### src/include/dfd_pkg.sv
// package for the drive input function decoder: register map, field layout, codes
// assumes a single 32-bit AHB-Lite slave port and one 200 MHz clock
package dfd_pkg;

  // register byte offsets
  localparam logic [7:0] CtrlOffset     = 8'h00;
  localparam logic [7:0] StatusOffset   = 8'h04;
  localparam logic [7:0] IrqStatOffset  = 8'h08;
  localparam logic [7:0] IrqEnOffset    = 8'h0c;
  localparam logic [7:0] IrqClrOffset   = 8'h10;
  localparam logic [7:0] TripHistOffset = 8'h14;

  // control register layout and reset value
  localparam int          CtrlThermEnBit = 0;
  localparam logic [31:0] CtrlReset      = 32'h0000_0001;

  // status register layout
  localparam int StatTripBit     = 0;
  localparam int StatOutOnBit    = 1;
  localparam int StatDcBrakeBit  = 2;
  localparam int StatHoldBit     = 3;
  localparam int StatLockBit     = 4;
  localparam int StatBypassBit   = 5;
  localparam int StatMotor2Bit   = 6;
  localparam int StatRamp2Bit    = 7;
  localparam int StatStateLsb    = 8;
  localparam int StatSpeedLsb    = 12;
  localparam int StatTripCodeLsb = 16;

  // interrupt event bits
  localparam int IrqWidth     = 5;
  localparam int IrqExtTrip   = 0;
  localparam int IrqHotTrip   = 1;
  localparam int IrqOpenTrip  = 2;
  localparam int IrqHoldStart = 3;
  localparam int IrqReset     = 4;
  localparam logic [IrqWidth-1:0] IrqEnReset = 5'h00;

  // trip codes shown on the display
  localparam logic [7:0] TripNone = 8'h00;
  localparam logic [7:0] TripExt  = 8'h0c;
  localparam logic [7:0] TripHot  = 8'h15;
  localparam logic [7:0] TripOpen = 8'h16;

  // ahb-lite encodings
  localparam logic [1:0] HtransNonseq = 2'h2;
  localparam logic [2:0] HsizeWord    = 3'h2;

  typedef enum logic [1:0] {
    RunStop = 2'h0,
    RunFwd  = 2'h1,
    RunRev  = 2'h3,
    RunJog  = 2'h2
  } dfd_run_t;

endpackage

### src/rtl/dfd_trip_latch.sv
// trip latch: holds the first trip cause and a history until the drive reset input
// assumes trip causes are already qualified to one clock domain
`timescale 1ns/1ps
`default_nettype none
module dfd_trip_latch (
  input  wire logic       clock,
  input  wire logic       rstn,
  input  wire logic       extRise,
  input  wire logic       thermHot,
  input  wire logic       thermOpen,
  input  wire logic       clearTrip,
  output logic            tripActive,
  output logic [7:0]      tripCode,
  output logic [7:0]      tripCount
);

  logic       anyCause;
  logic [7:0] causeCode;

  assign anyCause = extRise | thermHot | thermOpen;

  // external trip has priority when causes coincide
  always_comb begin
    if (extRise) begin
      causeCode = dfd_pkg::TripExt;
    end else if (thermOpen) begin
      causeCode = dfd_pkg::TripOpen;
    end else begin
      causeCode = dfd_pkg::TripHot;
    end
  end

  // first cause is kept; a new cause while tripped leaves the code alone
  always_ff @(posedge clock) begin
    if (!rstn || clearTrip) begin
      tripActive <= 1'b0;
      tripCode   <= dfd_pkg::TripNone;
    end else if (anyCause && !tripActive) begin
      tripActive <= 1'b1;
      tripCode   <= causeCode;
    end
  end

  // history of trip events survives until the drive reset input
  always_ff @(posedge clock) begin
    if (!rstn || clearTrip) begin
      tripCount <= 8'h00;
    end else if (anyCause && !tripActive && tripCount != 8'hff) begin
      tripCount <= tripCount + 8'h01;
    end
  end

endmodule // dfd_trip_latch
`default_nettype wire

### src/rtl/dfd_decoder.sv
// top of the drive input function decoder: terminal functions to drive commands
// assumes terminal inputs are debounced and synchronous to clock; ahb-lite slave
`timescale 1ns/1ps
`default_nettype none
module dfd_decoder (
  input  wire logic        clock,
  input  wire logic        rstn,
  // ahb-lite slave
  input  wire logic        hsel,
  input  wire logic [31:0] haddr,
  input  wire logic [1:0]  htrans,
  input  wire logic        hwrite,
  input  wire logic [2:0]  hsize,
  input  wire logic [31:0] hwdata,
  input  wire logic        hready,
  output logic             hreadyout,
  output logic             hresp,
  output logic [31:0]      hrdata,
  // terminal functions
  input  wire logic        forwardRun,
  input  wire logic        reverseRun,
  input  wire logic        speedSelB0,
  input  wire logic        speedSelB1,
  input  wire logic        speedSelB2,
  input  wire logic        speedSelB3,
  input  wire logic        jogSelect,
  input  wire logic        dcBrakeRequest,
  input  wire logic        secondMotorSelect,
  input  wire logic        secondRampSelect,
  input  wire logic        coastStop,
  input  wire logic        outsideFaultTrip,
  input  wire logic        restartGuard,
  input  wire logic        mainsBypassSelect,
  input  wire logic        paramLock,
  input  wire logic        driveReset,
  input  wire logic        thermOverTemp,
  input  wire logic        thermOpen,
  // drive commands
  output logic             runForward,
  output logic             runReverse,
  output logic             jogRun,
  output logic [3:0]       speedIndex,
  output logic             dcBrakeOn,
  output logic             motorSet2,
  output logic             rampSet2,
  output logic             outputOn,
  output logic             mainsBypass,
  output logic             paramWriteBlock,
  output logic             powerUpReset,
  output logic             tripActive,
  output logic [7:0]       tripCode,
  output logic             irq
);

  // register offset match, shared by the write and read paths
  function automatic logic isReg(input logic [7:0] addr, input logic [7:0] offs);
    return addr == offs;
  endfunction

  // ---------------- bus slave ----------------
  logic       wrPend_q;
  logic [7:0] wrAddr_q;
  logic       accept;
  logic       wrCtrl;
  logic       wrIrqEn;
  logic       wrIrqClr;

  // non-word or unselected transfers are ignored but still answered okay
  assign accept = hsel && hready && htrans == dfd_pkg::HtransNonseq &&
                  hsize == dfd_pkg::HsizeWord;

  always_ff @(posedge clock) begin
    if (!rstn) begin
      wrPend_q <= 1'b0;
      wrAddr_q <= 8'h00;
    end else begin
      wrPend_q <= accept && hwrite && haddr[31:8] == 24'h000000;
      wrAddr_q <= {haddr[7:2], 2'b00};
    end
  end

  assign wrCtrl   = wrPend_q && isReg(wrAddr_q, dfd_pkg::CtrlOffset);
  assign wrIrqEn  = wrPend_q && isReg(wrAddr_q, dfd_pkg::IrqEnOffset);
  assign wrIrqClr = wrPend_q && isReg(wrAddr_q, dfd_pkg::IrqClrOffset);

  // zero wait states: the slave is ready from the first clock after reset and always okay
  always_ff @(posedge clock) begin
    if (!rstn) begin
      hreadyout <= 1'b0;
      hresp     <= 1'b0;
    end else begin
      hreadyout <= 1'b1;
      hresp     <= 1'b0;
    end
  end

  // ---------------- software registers ----------------
  logic [31:0]                   ctrl_q;
  logic [dfd_pkg::IrqWidth-1:0]  irqEn_q;
  logic [dfd_pkg::IrqWidth-1:0]  irqStat_q;
  logic [dfd_pkg::IrqWidth-1:0]  irqEvent;
  logic                          thermEn;

  always_ff @(posedge clock) begin
    if (!rstn) begin
      ctrl_q <= dfd_pkg::CtrlReset;
    end else if (wrCtrl) begin
      ctrl_q <= {31'h0, hwdata[dfd_pkg::CtrlThermEnBit]};
    end
  end

  assign thermEn = ctrl_q[dfd_pkg::CtrlThermEnBit];

  always_ff @(posedge clock) begin
    if (!rstn) begin
      irqEn_q <= dfd_pkg::IrqEnReset;
    end else if (wrIrqEn) begin
      irqEn_q <= hwdata[dfd_pkg::IrqWidth-1:0];
    end
  end

  // a new event in the clearing cycle wins over the clear
  always_ff @(posedge clock) begin
    if (!rstn) begin
      irqStat_q <= '0;
    end else begin
      irqStat_q <= (irqStat_q & ~(wrIrqClr ? hwdata[dfd_pkg::IrqWidth-1:0] : '0)) | irqEvent;
    end
  end

  always_ff @(posedge clock) begin
    if (!rstn) begin
      irq <= 1'b0;
    end else begin
      irq <= |(((irqStat_q & ~(wrIrqClr ? hwdata[dfd_pkg::IrqWidth-1:0] : '0)) | irqEvent)
               & irqEn_q);
    end
  end

  // ---------------- power-up and reset handling ----------------
  logic faultPrev_q;
  logic faultRise;
  logic firstCycle_q;
  logic runHold_q;
  logic runAsked;
  logic holdStart;
  logic thermHot;
  logic thermLost;
  logic [7:0] tripCount;

  assign runAsked = forwardRun || reverseRun || jogSelect;

  // first cycle after reset release, also re-armed by the reset input
  always_ff @(posedge clock) begin
    if (!rstn) begin
      firstCycle_q <= 1'b1;
    end else begin
      firstCycle_q <= driveReset;
    end
  end

  always_ff @(posedge clock) begin
    if (!rstn) begin
      powerUpReset <= 1'b1;
    end else begin
      powerUpReset <= driveReset;
    end
  end

  // guard sampled at power-up: a standing run command must drop before it counts
  assign holdStart = firstCycle_q && !driveReset && restartGuard && runAsked;

  always_ff @(posedge clock) begin
    if (!rstn) begin
      runHold_q <= 1'b0;
    end else if (holdStart) begin
      runHold_q <= 1'b1;
    end else if (!runAsked) begin
      runHold_q <= 1'b0;
    end
  end

  // edge detector; the previous level is forced high under reset so a held
  // input does not trip on release
  always_ff @(posedge clock) begin
    if (!rstn) begin
      faultPrev_q <= 1'b1;
    end else begin
      faultPrev_q <= outsideFaultTrip;
    end
  end

  assign faultRise = outsideFaultTrip && !faultPrev_q && !driveReset;
  assign thermHot  = thermEn && thermOverTemp && !driveReset;
  assign thermLost = thermEn && thermOpen && !driveReset;

  dfd_trip_latch u_trip (
    .clock      (clock),
    .rstn       (rstn),
    .extRise    (faultRise),
    .thermHot   (thermHot),
    .thermOpen  (thermLost),
    .clearTrip  (driveReset),
    .tripActive (tripActive),
    .tripCode   (tripCode),
    .tripCount  (tripCount)
  );

  always_comb begin
    irqEvent = '0;
    irqEvent[dfd_pkg::IrqExtTrip]   = faultRise;
    irqEvent[dfd_pkg::IrqHotTrip]   = thermHot;
    irqEvent[dfd_pkg::IrqOpenTrip]  = thermLost;
    irqEvent[dfd_pkg::IrqHoldStart] = holdStart;
    irqEvent[dfd_pkg::IrqReset]     = driveReset && !powerUpReset;
  end

  // ---------------- run state ----------------
  // the read word is loaded in the address phase so it stands through the data phase
  logic [7:0]        rdAddr;
  logic [31:0]       statusWord;
  logic [31:0]       readMux;
  dfd_pkg::dfd_run_t runState_q;
  dfd_pkg::dfd_run_t runNext;
  logic              runBlock;
  logic              brakeWindow;

  // a trip cause cuts the run command in its own cycle, not a cycle after the latch
  assign runBlock = tripActive || faultRise || thermHot || thermLost || driveReset ||
                    powerUpReset || runHold_q || holdStart;

  always_comb begin
    if (runBlock) begin
      runNext = dfd_pkg::RunStop;
    end else if (forwardRun && reverseRun) begin
      runNext = dfd_pkg::RunStop;
    end else if (forwardRun) begin
      runNext = dfd_pkg::RunFwd;
    end else if (reverseRun) begin
      runNext = dfd_pkg::RunRev;
    end else if (jogSelect) begin
      runNext = dfd_pkg::RunJog;
    end else begin
      runNext = dfd_pkg::RunStop;
    end
  end

  // direction flags come from their own flops so the power stage sees no decode glitch
  always_ff @(posedge clock) begin
    if (!rstn) begin
      runState_q <= dfd_pkg::RunStop;
      runForward <= 1'b0;
      runReverse <= 1'b0;
      jogRun     <= 1'b0;
    end else begin
      runState_q <= runNext;
      runForward <= runNext == dfd_pkg::RunFwd;
      runReverse <= runNext == dfd_pkg::RunRev;
      jogRun     <= runNext == dfd_pkg::RunJog;
    end
  end

  // braking only while the next run state is stop and the output is not coasting
  assign brakeWindow = runNext == dfd_pkg::RunStop && !coastStop && !tripActive && !driveReset;

  // level functions pass through one flop each
  always_ff @(posedge clock) begin
    if (!rstn) begin
      outputOn        <= 1'b0;
      dcBrakeOn       <= 1'b0;
      speedIndex      <= 4'h0;
      motorSet2       <= 1'b0;
      rampSet2        <= 1'b0;
      mainsBypass     <= 1'b0;
      paramWriteBlock <= 1'b0;
    end else begin
      outputOn        <= runNext != dfd_pkg::RunStop && !coastStop;
      dcBrakeOn       <= dcBrakeRequest && brakeWindow;
      speedIndex      <= {speedSelB3, speedSelB2, speedSelB1, speedSelB0};
      motorSet2       <= secondMotorSelect;
      rampSet2        <= secondRampSelect;
      mainsBypass     <= mainsBypassSelect;
      paramWriteBlock <= paramLock;
    end
  end

  assign rdAddr = {haddr[7:2], 2'b00};

  always_comb begin
    statusWord = 32'h0;
    statusWord[dfd_pkg::StatTripBit]    = tripActive;
    statusWord[dfd_pkg::StatOutOnBit]   = outputOn;
    statusWord[dfd_pkg::StatDcBrakeBit] = dcBrakeOn;
    statusWord[dfd_pkg::StatHoldBit]    = runHold_q;
    statusWord[dfd_pkg::StatLockBit]    = paramWriteBlock;
    statusWord[dfd_pkg::StatBypassBit]  = mainsBypass;
    statusWord[dfd_pkg::StatMotor2Bit]  = motorSet2;
    statusWord[dfd_pkg::StatRamp2Bit]   = rampSet2;
    statusWord[dfd_pkg::StatStateLsb +: 2]    = runState_q;
    statusWord[dfd_pkg::StatSpeedLsb +: 4]    = speedIndex;
    statusWord[dfd_pkg::StatTripCodeLsb +: 8] = tripCode;
  end

  always_comb begin
    readMux = 32'h0;
    if (isReg(rdAddr, dfd_pkg::CtrlOffset)) begin
      readMux = ctrl_q;
    end else if (isReg(rdAddr, dfd_pkg::StatusOffset)) begin
      readMux = statusWord;
    end else if (isReg(rdAddr, dfd_pkg::IrqStatOffset)) begin
      readMux = 32'(irqStat_q);
    end else if (isReg(rdAddr, dfd_pkg::IrqEnOffset)) begin
      readMux = 32'(irqEn_q);
    end else if (isReg(rdAddr, dfd_pkg::TripHistOffset)) begin
      readMux = {24'h000000, tripCount};
    end
  end

  always_ff @(posedge clock) begin
    if (!rstn) begin
      hrdata <= 32'h0;
    end else if (accept && !hwrite) begin
      hrdata <= (haddr[31:8] == 24'h000000) ? readMux : 32'h0;
    end
  end
endmodule // dfd_decoder
`default_nettype wire

### config.mk
export PLATFORM = sky130hd
export DESIGN_NAME = dfd_decoder
export DESIGN_NICKNAME = d
export VERILOG_FILES = /design/src/include/dfd_pkg.sv /design/src/rtl/dfd_trip_latch.sv /design/src/rtl/dfd_decoder.sv
export SDC_FILE = /design/constraint.sdc
export NUM_CORES = 1
export LEC_CHECK = 0
export ABC_CLOCK_PERIOD_IN_PS = 2000
export BUFFER_PORTS_ARGS = -buffer_cell sky130_fd_sc_hd__buf_4
export CORE_ASPECT_RATIO = 0.8
export CORE_MARGIN = 4
export CORE_UTILIZATION = 35
export DETAILED_ROUTE_END_ITERATION = 10
export MAX_ROUTING_LAYER = met4
export PLACE_DENSITY = 0.67
export SETUP_SLACK_MARGIN = 0.15
export SYNTH_ARGS = -nofsm -noshare
export SYNTH_HDL_FRONTEND = slang
export SYNTH_SLANG_ARGS = --single-unit
### constraint.sdc
create_clock -name clock -period 2 [get_ports clock]
set_clock_uncertainty 0.15 [all_clocks]
set_input_delay 0.2 -clock clock [delete_from_list [all_inputs] [get_ports clock]]
set_output_delay 0.2 -clock clock [all_outputs]
set_load 0.02 [all_outputs]
==> summary.txt <==
Outcome
  • Run status: completed

Synth
  • Count of synthesis-stage warnings from yosys: 0
  • Number of flops mapped to enable cells by yosys: 0
  • Dominant cell by count in the synthesized netlist: dfxtp_1
  • Ranking of synthesized cells by instance count: 70 x dfxtp_1, 30 x nor2_1, 19 x buf_4
  • Dominant synthesized flop cell: dfxtp_1
  • Yosys reg bits: 70
  • Simple-gate portion of the synthesized area: 23.3%
  • Synthesized area per cell: 9.62 sq um
  • Distinct cell type count of the synthesized netlist: 51
  • Fraction of post-synthesis cell area in the top cell type by area: 47.4%
  • Cell count after synthesis: 307
  • Mux contribution to synthesized area: 3.73%
  • Synthesized cell area: 0.00295 sq mm
  • Leading post-synthesis cells by cell area: dfxtp_1 47%, buf_4 4.8%, nor2_1 3.8%, mux2i_1 3.7%, a22o_1 3.3%
  • Dominant cell type by area after synthesis: dfxtp_1
  • Share of the synthesized area in compound gates (AO/OA/AOI/OAI): 12.6%
  • Fraction of the mapped netlist area in adder cells: 1.27%
  • Part of the Yosys area used for sequential elements: 47.4%
  • Xor-xnor portion of the synthesized cell area: 1.78%
  • Fraction of registers with async set or reset after synthesis: 0%
  • Combinational family with the most area after synthesis: simple AND/OR/NAND/NOR gates

Timing
  • Min Clock Period, post-route: 1.88 ns
  • Worst hold slack after final layout: 0.0312 ns
  • Unrepaired setup endpoints after global routing: true
  • Fraction of the cycle the final worst path needs: 94.0%
  • Count of final hold-check violations: 0
  • Sum Neg Setup Slack: 0 ns
  • Timing-limited maximum frequency: 532 MHz
  • Max-slew violation count: 0
  • # setup viols final: 0

Power
  • LEAKAGE: 0.00185 uW
  • Total power after layout: 2760 uW
  • Ratio of total power to cell area: 647 mW/mm^2
  • Maximum ir drop on the vdd rail: 463 uV

Clock tree
  • CTS tree: yes
  • Number of buffers on the longest clock path: 2
  • Number of buffers added by the clock tree synthesis step: 9
  • Htree depth: 3
  • Clock latency of the later-clocked register in the worst-skew pair: 0.34 ns
  • Clock root buffer: clkbuf_8
  • Reg clk slew, reported paths: 0.07 ns
  • Number of sinks driven by the clock tree: 70

Critical path
  • Worst-path fanout max: 4
  • Arrival @ worst endpoint: 1.95 ns
  • Biggest cell delay along the critical path: 0.38 ns
  • Depth of the worst register-to-register path: 6
  • Category of the critical setup timing path: register to register
  • Data required, critical path: 2.07 ns
  • Type of origin of the critical path: register
  • Endpoint kind of the worst setup timing path: register
  • Slowest cell on the critical path: o41a_1
  • CP cell instances: nor4b_4, buf_4, nand4_1, a22oi_2, nor2b_1, o41a_1

Detailed routing
  • Drc violations: 0
  • Count of nets left with antenna violations after detail routing: 0
  • Post-Route WL: 8.31 mm
  • Vias per cell: 4.84
  • Router iterations before antenna repair: 4
  • Post-detailed-route wirelength per cell: 14.9 um
  • Number of DRC violations after detailed-routing iteration 0: 121
  • Vias after detailed routing: 2,689

Worst hold path
  • Hold crit path type: input pin to register
  • Hold depth: 1

Global routing
  • Remaining global-route overflow: 0
  • Largest net degree at the start of global routing: 32
  • Vias in the first global route: 2,672
  • Global-route wire length before repair: 13.3 mm
  • Antenna violations before repair: 0
  • Global-route usage over all layers: 17.1%

Die
  • Floorplan Core Area: 0.00806 sq mm
  • I/O pin count: 150
  • Horiz. Die Dim: 111 um
  • Initial Utilization: 36.7%
  • Row Count: 29
  • Die height: 90.2 um
  • Die Footprint: 0.00998 sq mm

Placed design
  • Post-Place Cell Area: 0.00378 sq mm
  • DP Wirelength: 6.10 mm
  • Buffers on Ports: 103
  • Routability congestion estimate: 0.892
  • Placed cell count: 513

Job
  • Max Cap Viol: 0

Layout
  • Share of final-layout standard cells stronger than drive strength 1: 32.1%
  • P&R area growth vs syn: 44.2%
  • Fin nets: 538
  • ANT cells: 0
  • Layout Cells excl Fill: 556
  • Finished Cell Area: 0.00426 sq mm
-- kinds of logic after synthesis --
logic type	after synthesis
xor gates and xnor gates	6
buffers and inverters	46
other	1
and+or+nand+nor	121
adders and majority gates	3
DFF	70
AOI/OAI and AO/OA	49
muxes	11
-- cell type report --
type / instances / area, sq um
clock inverters: 1 / 5.00
fillers: 761 / 3790
inverters: 14 / 52.6
well taps: 108 / 135
multi-input cells: 208 / 1400
clock buffers: 15 / 156
repair buffers: 140 / 1110
flip-flops and latches: 70 / 1400
-- report_power, final --
| group | total (uW) | leakage [uW] | switching (uW) | internal, uW |
|---|---|---|---|---|
| Sequential | 1450 | 0.000570 | 25.5 | 1430 |
| Clock | 953 | 0.0000817 | 468 | 485 |
| Combinational | 351 | 0.00120 | 171 | 180 |
| Total | 2760 | 0.00185 | 664 | 2090 |
-- worst max-delay path: cells and delay by family (launching register included) --
| kind | cells | cell delay (ns) |
|---|---|---|
| compound gates | 2 | 0.55 |
| simple gates | 3 | 0.55 |
| flops | 1 | 0.33 |
| buf+inv | 1 | 0.18 |
-- through the flow --
| step | setup slack [ns] | utilization [%] |
|---|---|---|
| floorplan | 0.0374 | - |
| global placement | -0.116 | 46.9 |
| detailed placement | -0.116 | 46.9 |
| CTS | 0.129 | 52.1 |
| global route | 0.0454 | 52.9 |
| finish | 0.120 | 52.9 |
-- placed cells by master, fill, tap and decap left out, drive strengths merged, types with 2 or more instances in the layout --
| master | instances |
|---|---|
| a211oi | 2 |
| a21oi | 9 |
| a221o | 4 |
| a22o | 11 |
| a32oi | 5 |
| and2 | 15 |
| and3 | 6 |
| and4 | 2 |
| buf | 116 |
| clkbuf | 15 |
| conb | 17 |
| dfxtp | 70 |
| dlygate4sd3 | 24 |
| ha | 3 |
| inv | 14 |
| mux2i | 11 |
| nand2 | 11 |
| nand2b | 3 |
| nand3 | 9 |
| nand3b | 2 |
| nand4 | 8 |
| nor2 | 30 |
| nor2b | 3 |
| nor3 | 10 |
| nor3b | 7 |
| nor4 | 7 |
| o211ai | 3 |
| o21ai | 6 |
| o22ai | 3 |
| or3 | 3 |
| xnor2 | 2 |
| xor2 | 4 |
-- per-layer routing --
layer	track usage, %	vias up	wire length, um
li1	-	1334	-
met2	25.0	117	3600
met5	-	-	0
met1	21.7	1231	3950
met4	4.41	0	66
met3	7.32	7	693
-- state kept, by name, summed over array words and instances, names as in the netlist, 2 cells and up --
register and count:
hrdata 19, u_trip.tripCount 8, wrAddr_q 6, irqEn_q 5
irqStat_q 5, u_trip.tripCode 5, speedIndex 4, runState_q 2
-- path summary, 6_finish.rpt --
kind	slack, ns	startpoint	endpoint
worst max register to register	0.12	wrAddr_q[6]	irq
worst min register to register	0.30	runState_q[0]	hrdata[8]
worst max-delay path	0.12	wrAddr_q[6]	irq
worst min-delay path	0.03	rstn	hreadyout
-- repair_timing --
item / in CTS / in global routing
hold buffers: 24 / 0
setup buffers: 0 / 2
setup endpoints to repair: 1 / 26
cloned: 0 / 1
pin swaps: 0 / 4
endpoints found under the hold margin: 25 / 0
gates resized for setup: 4 / 9
Power figures use the tool's default switching activity.
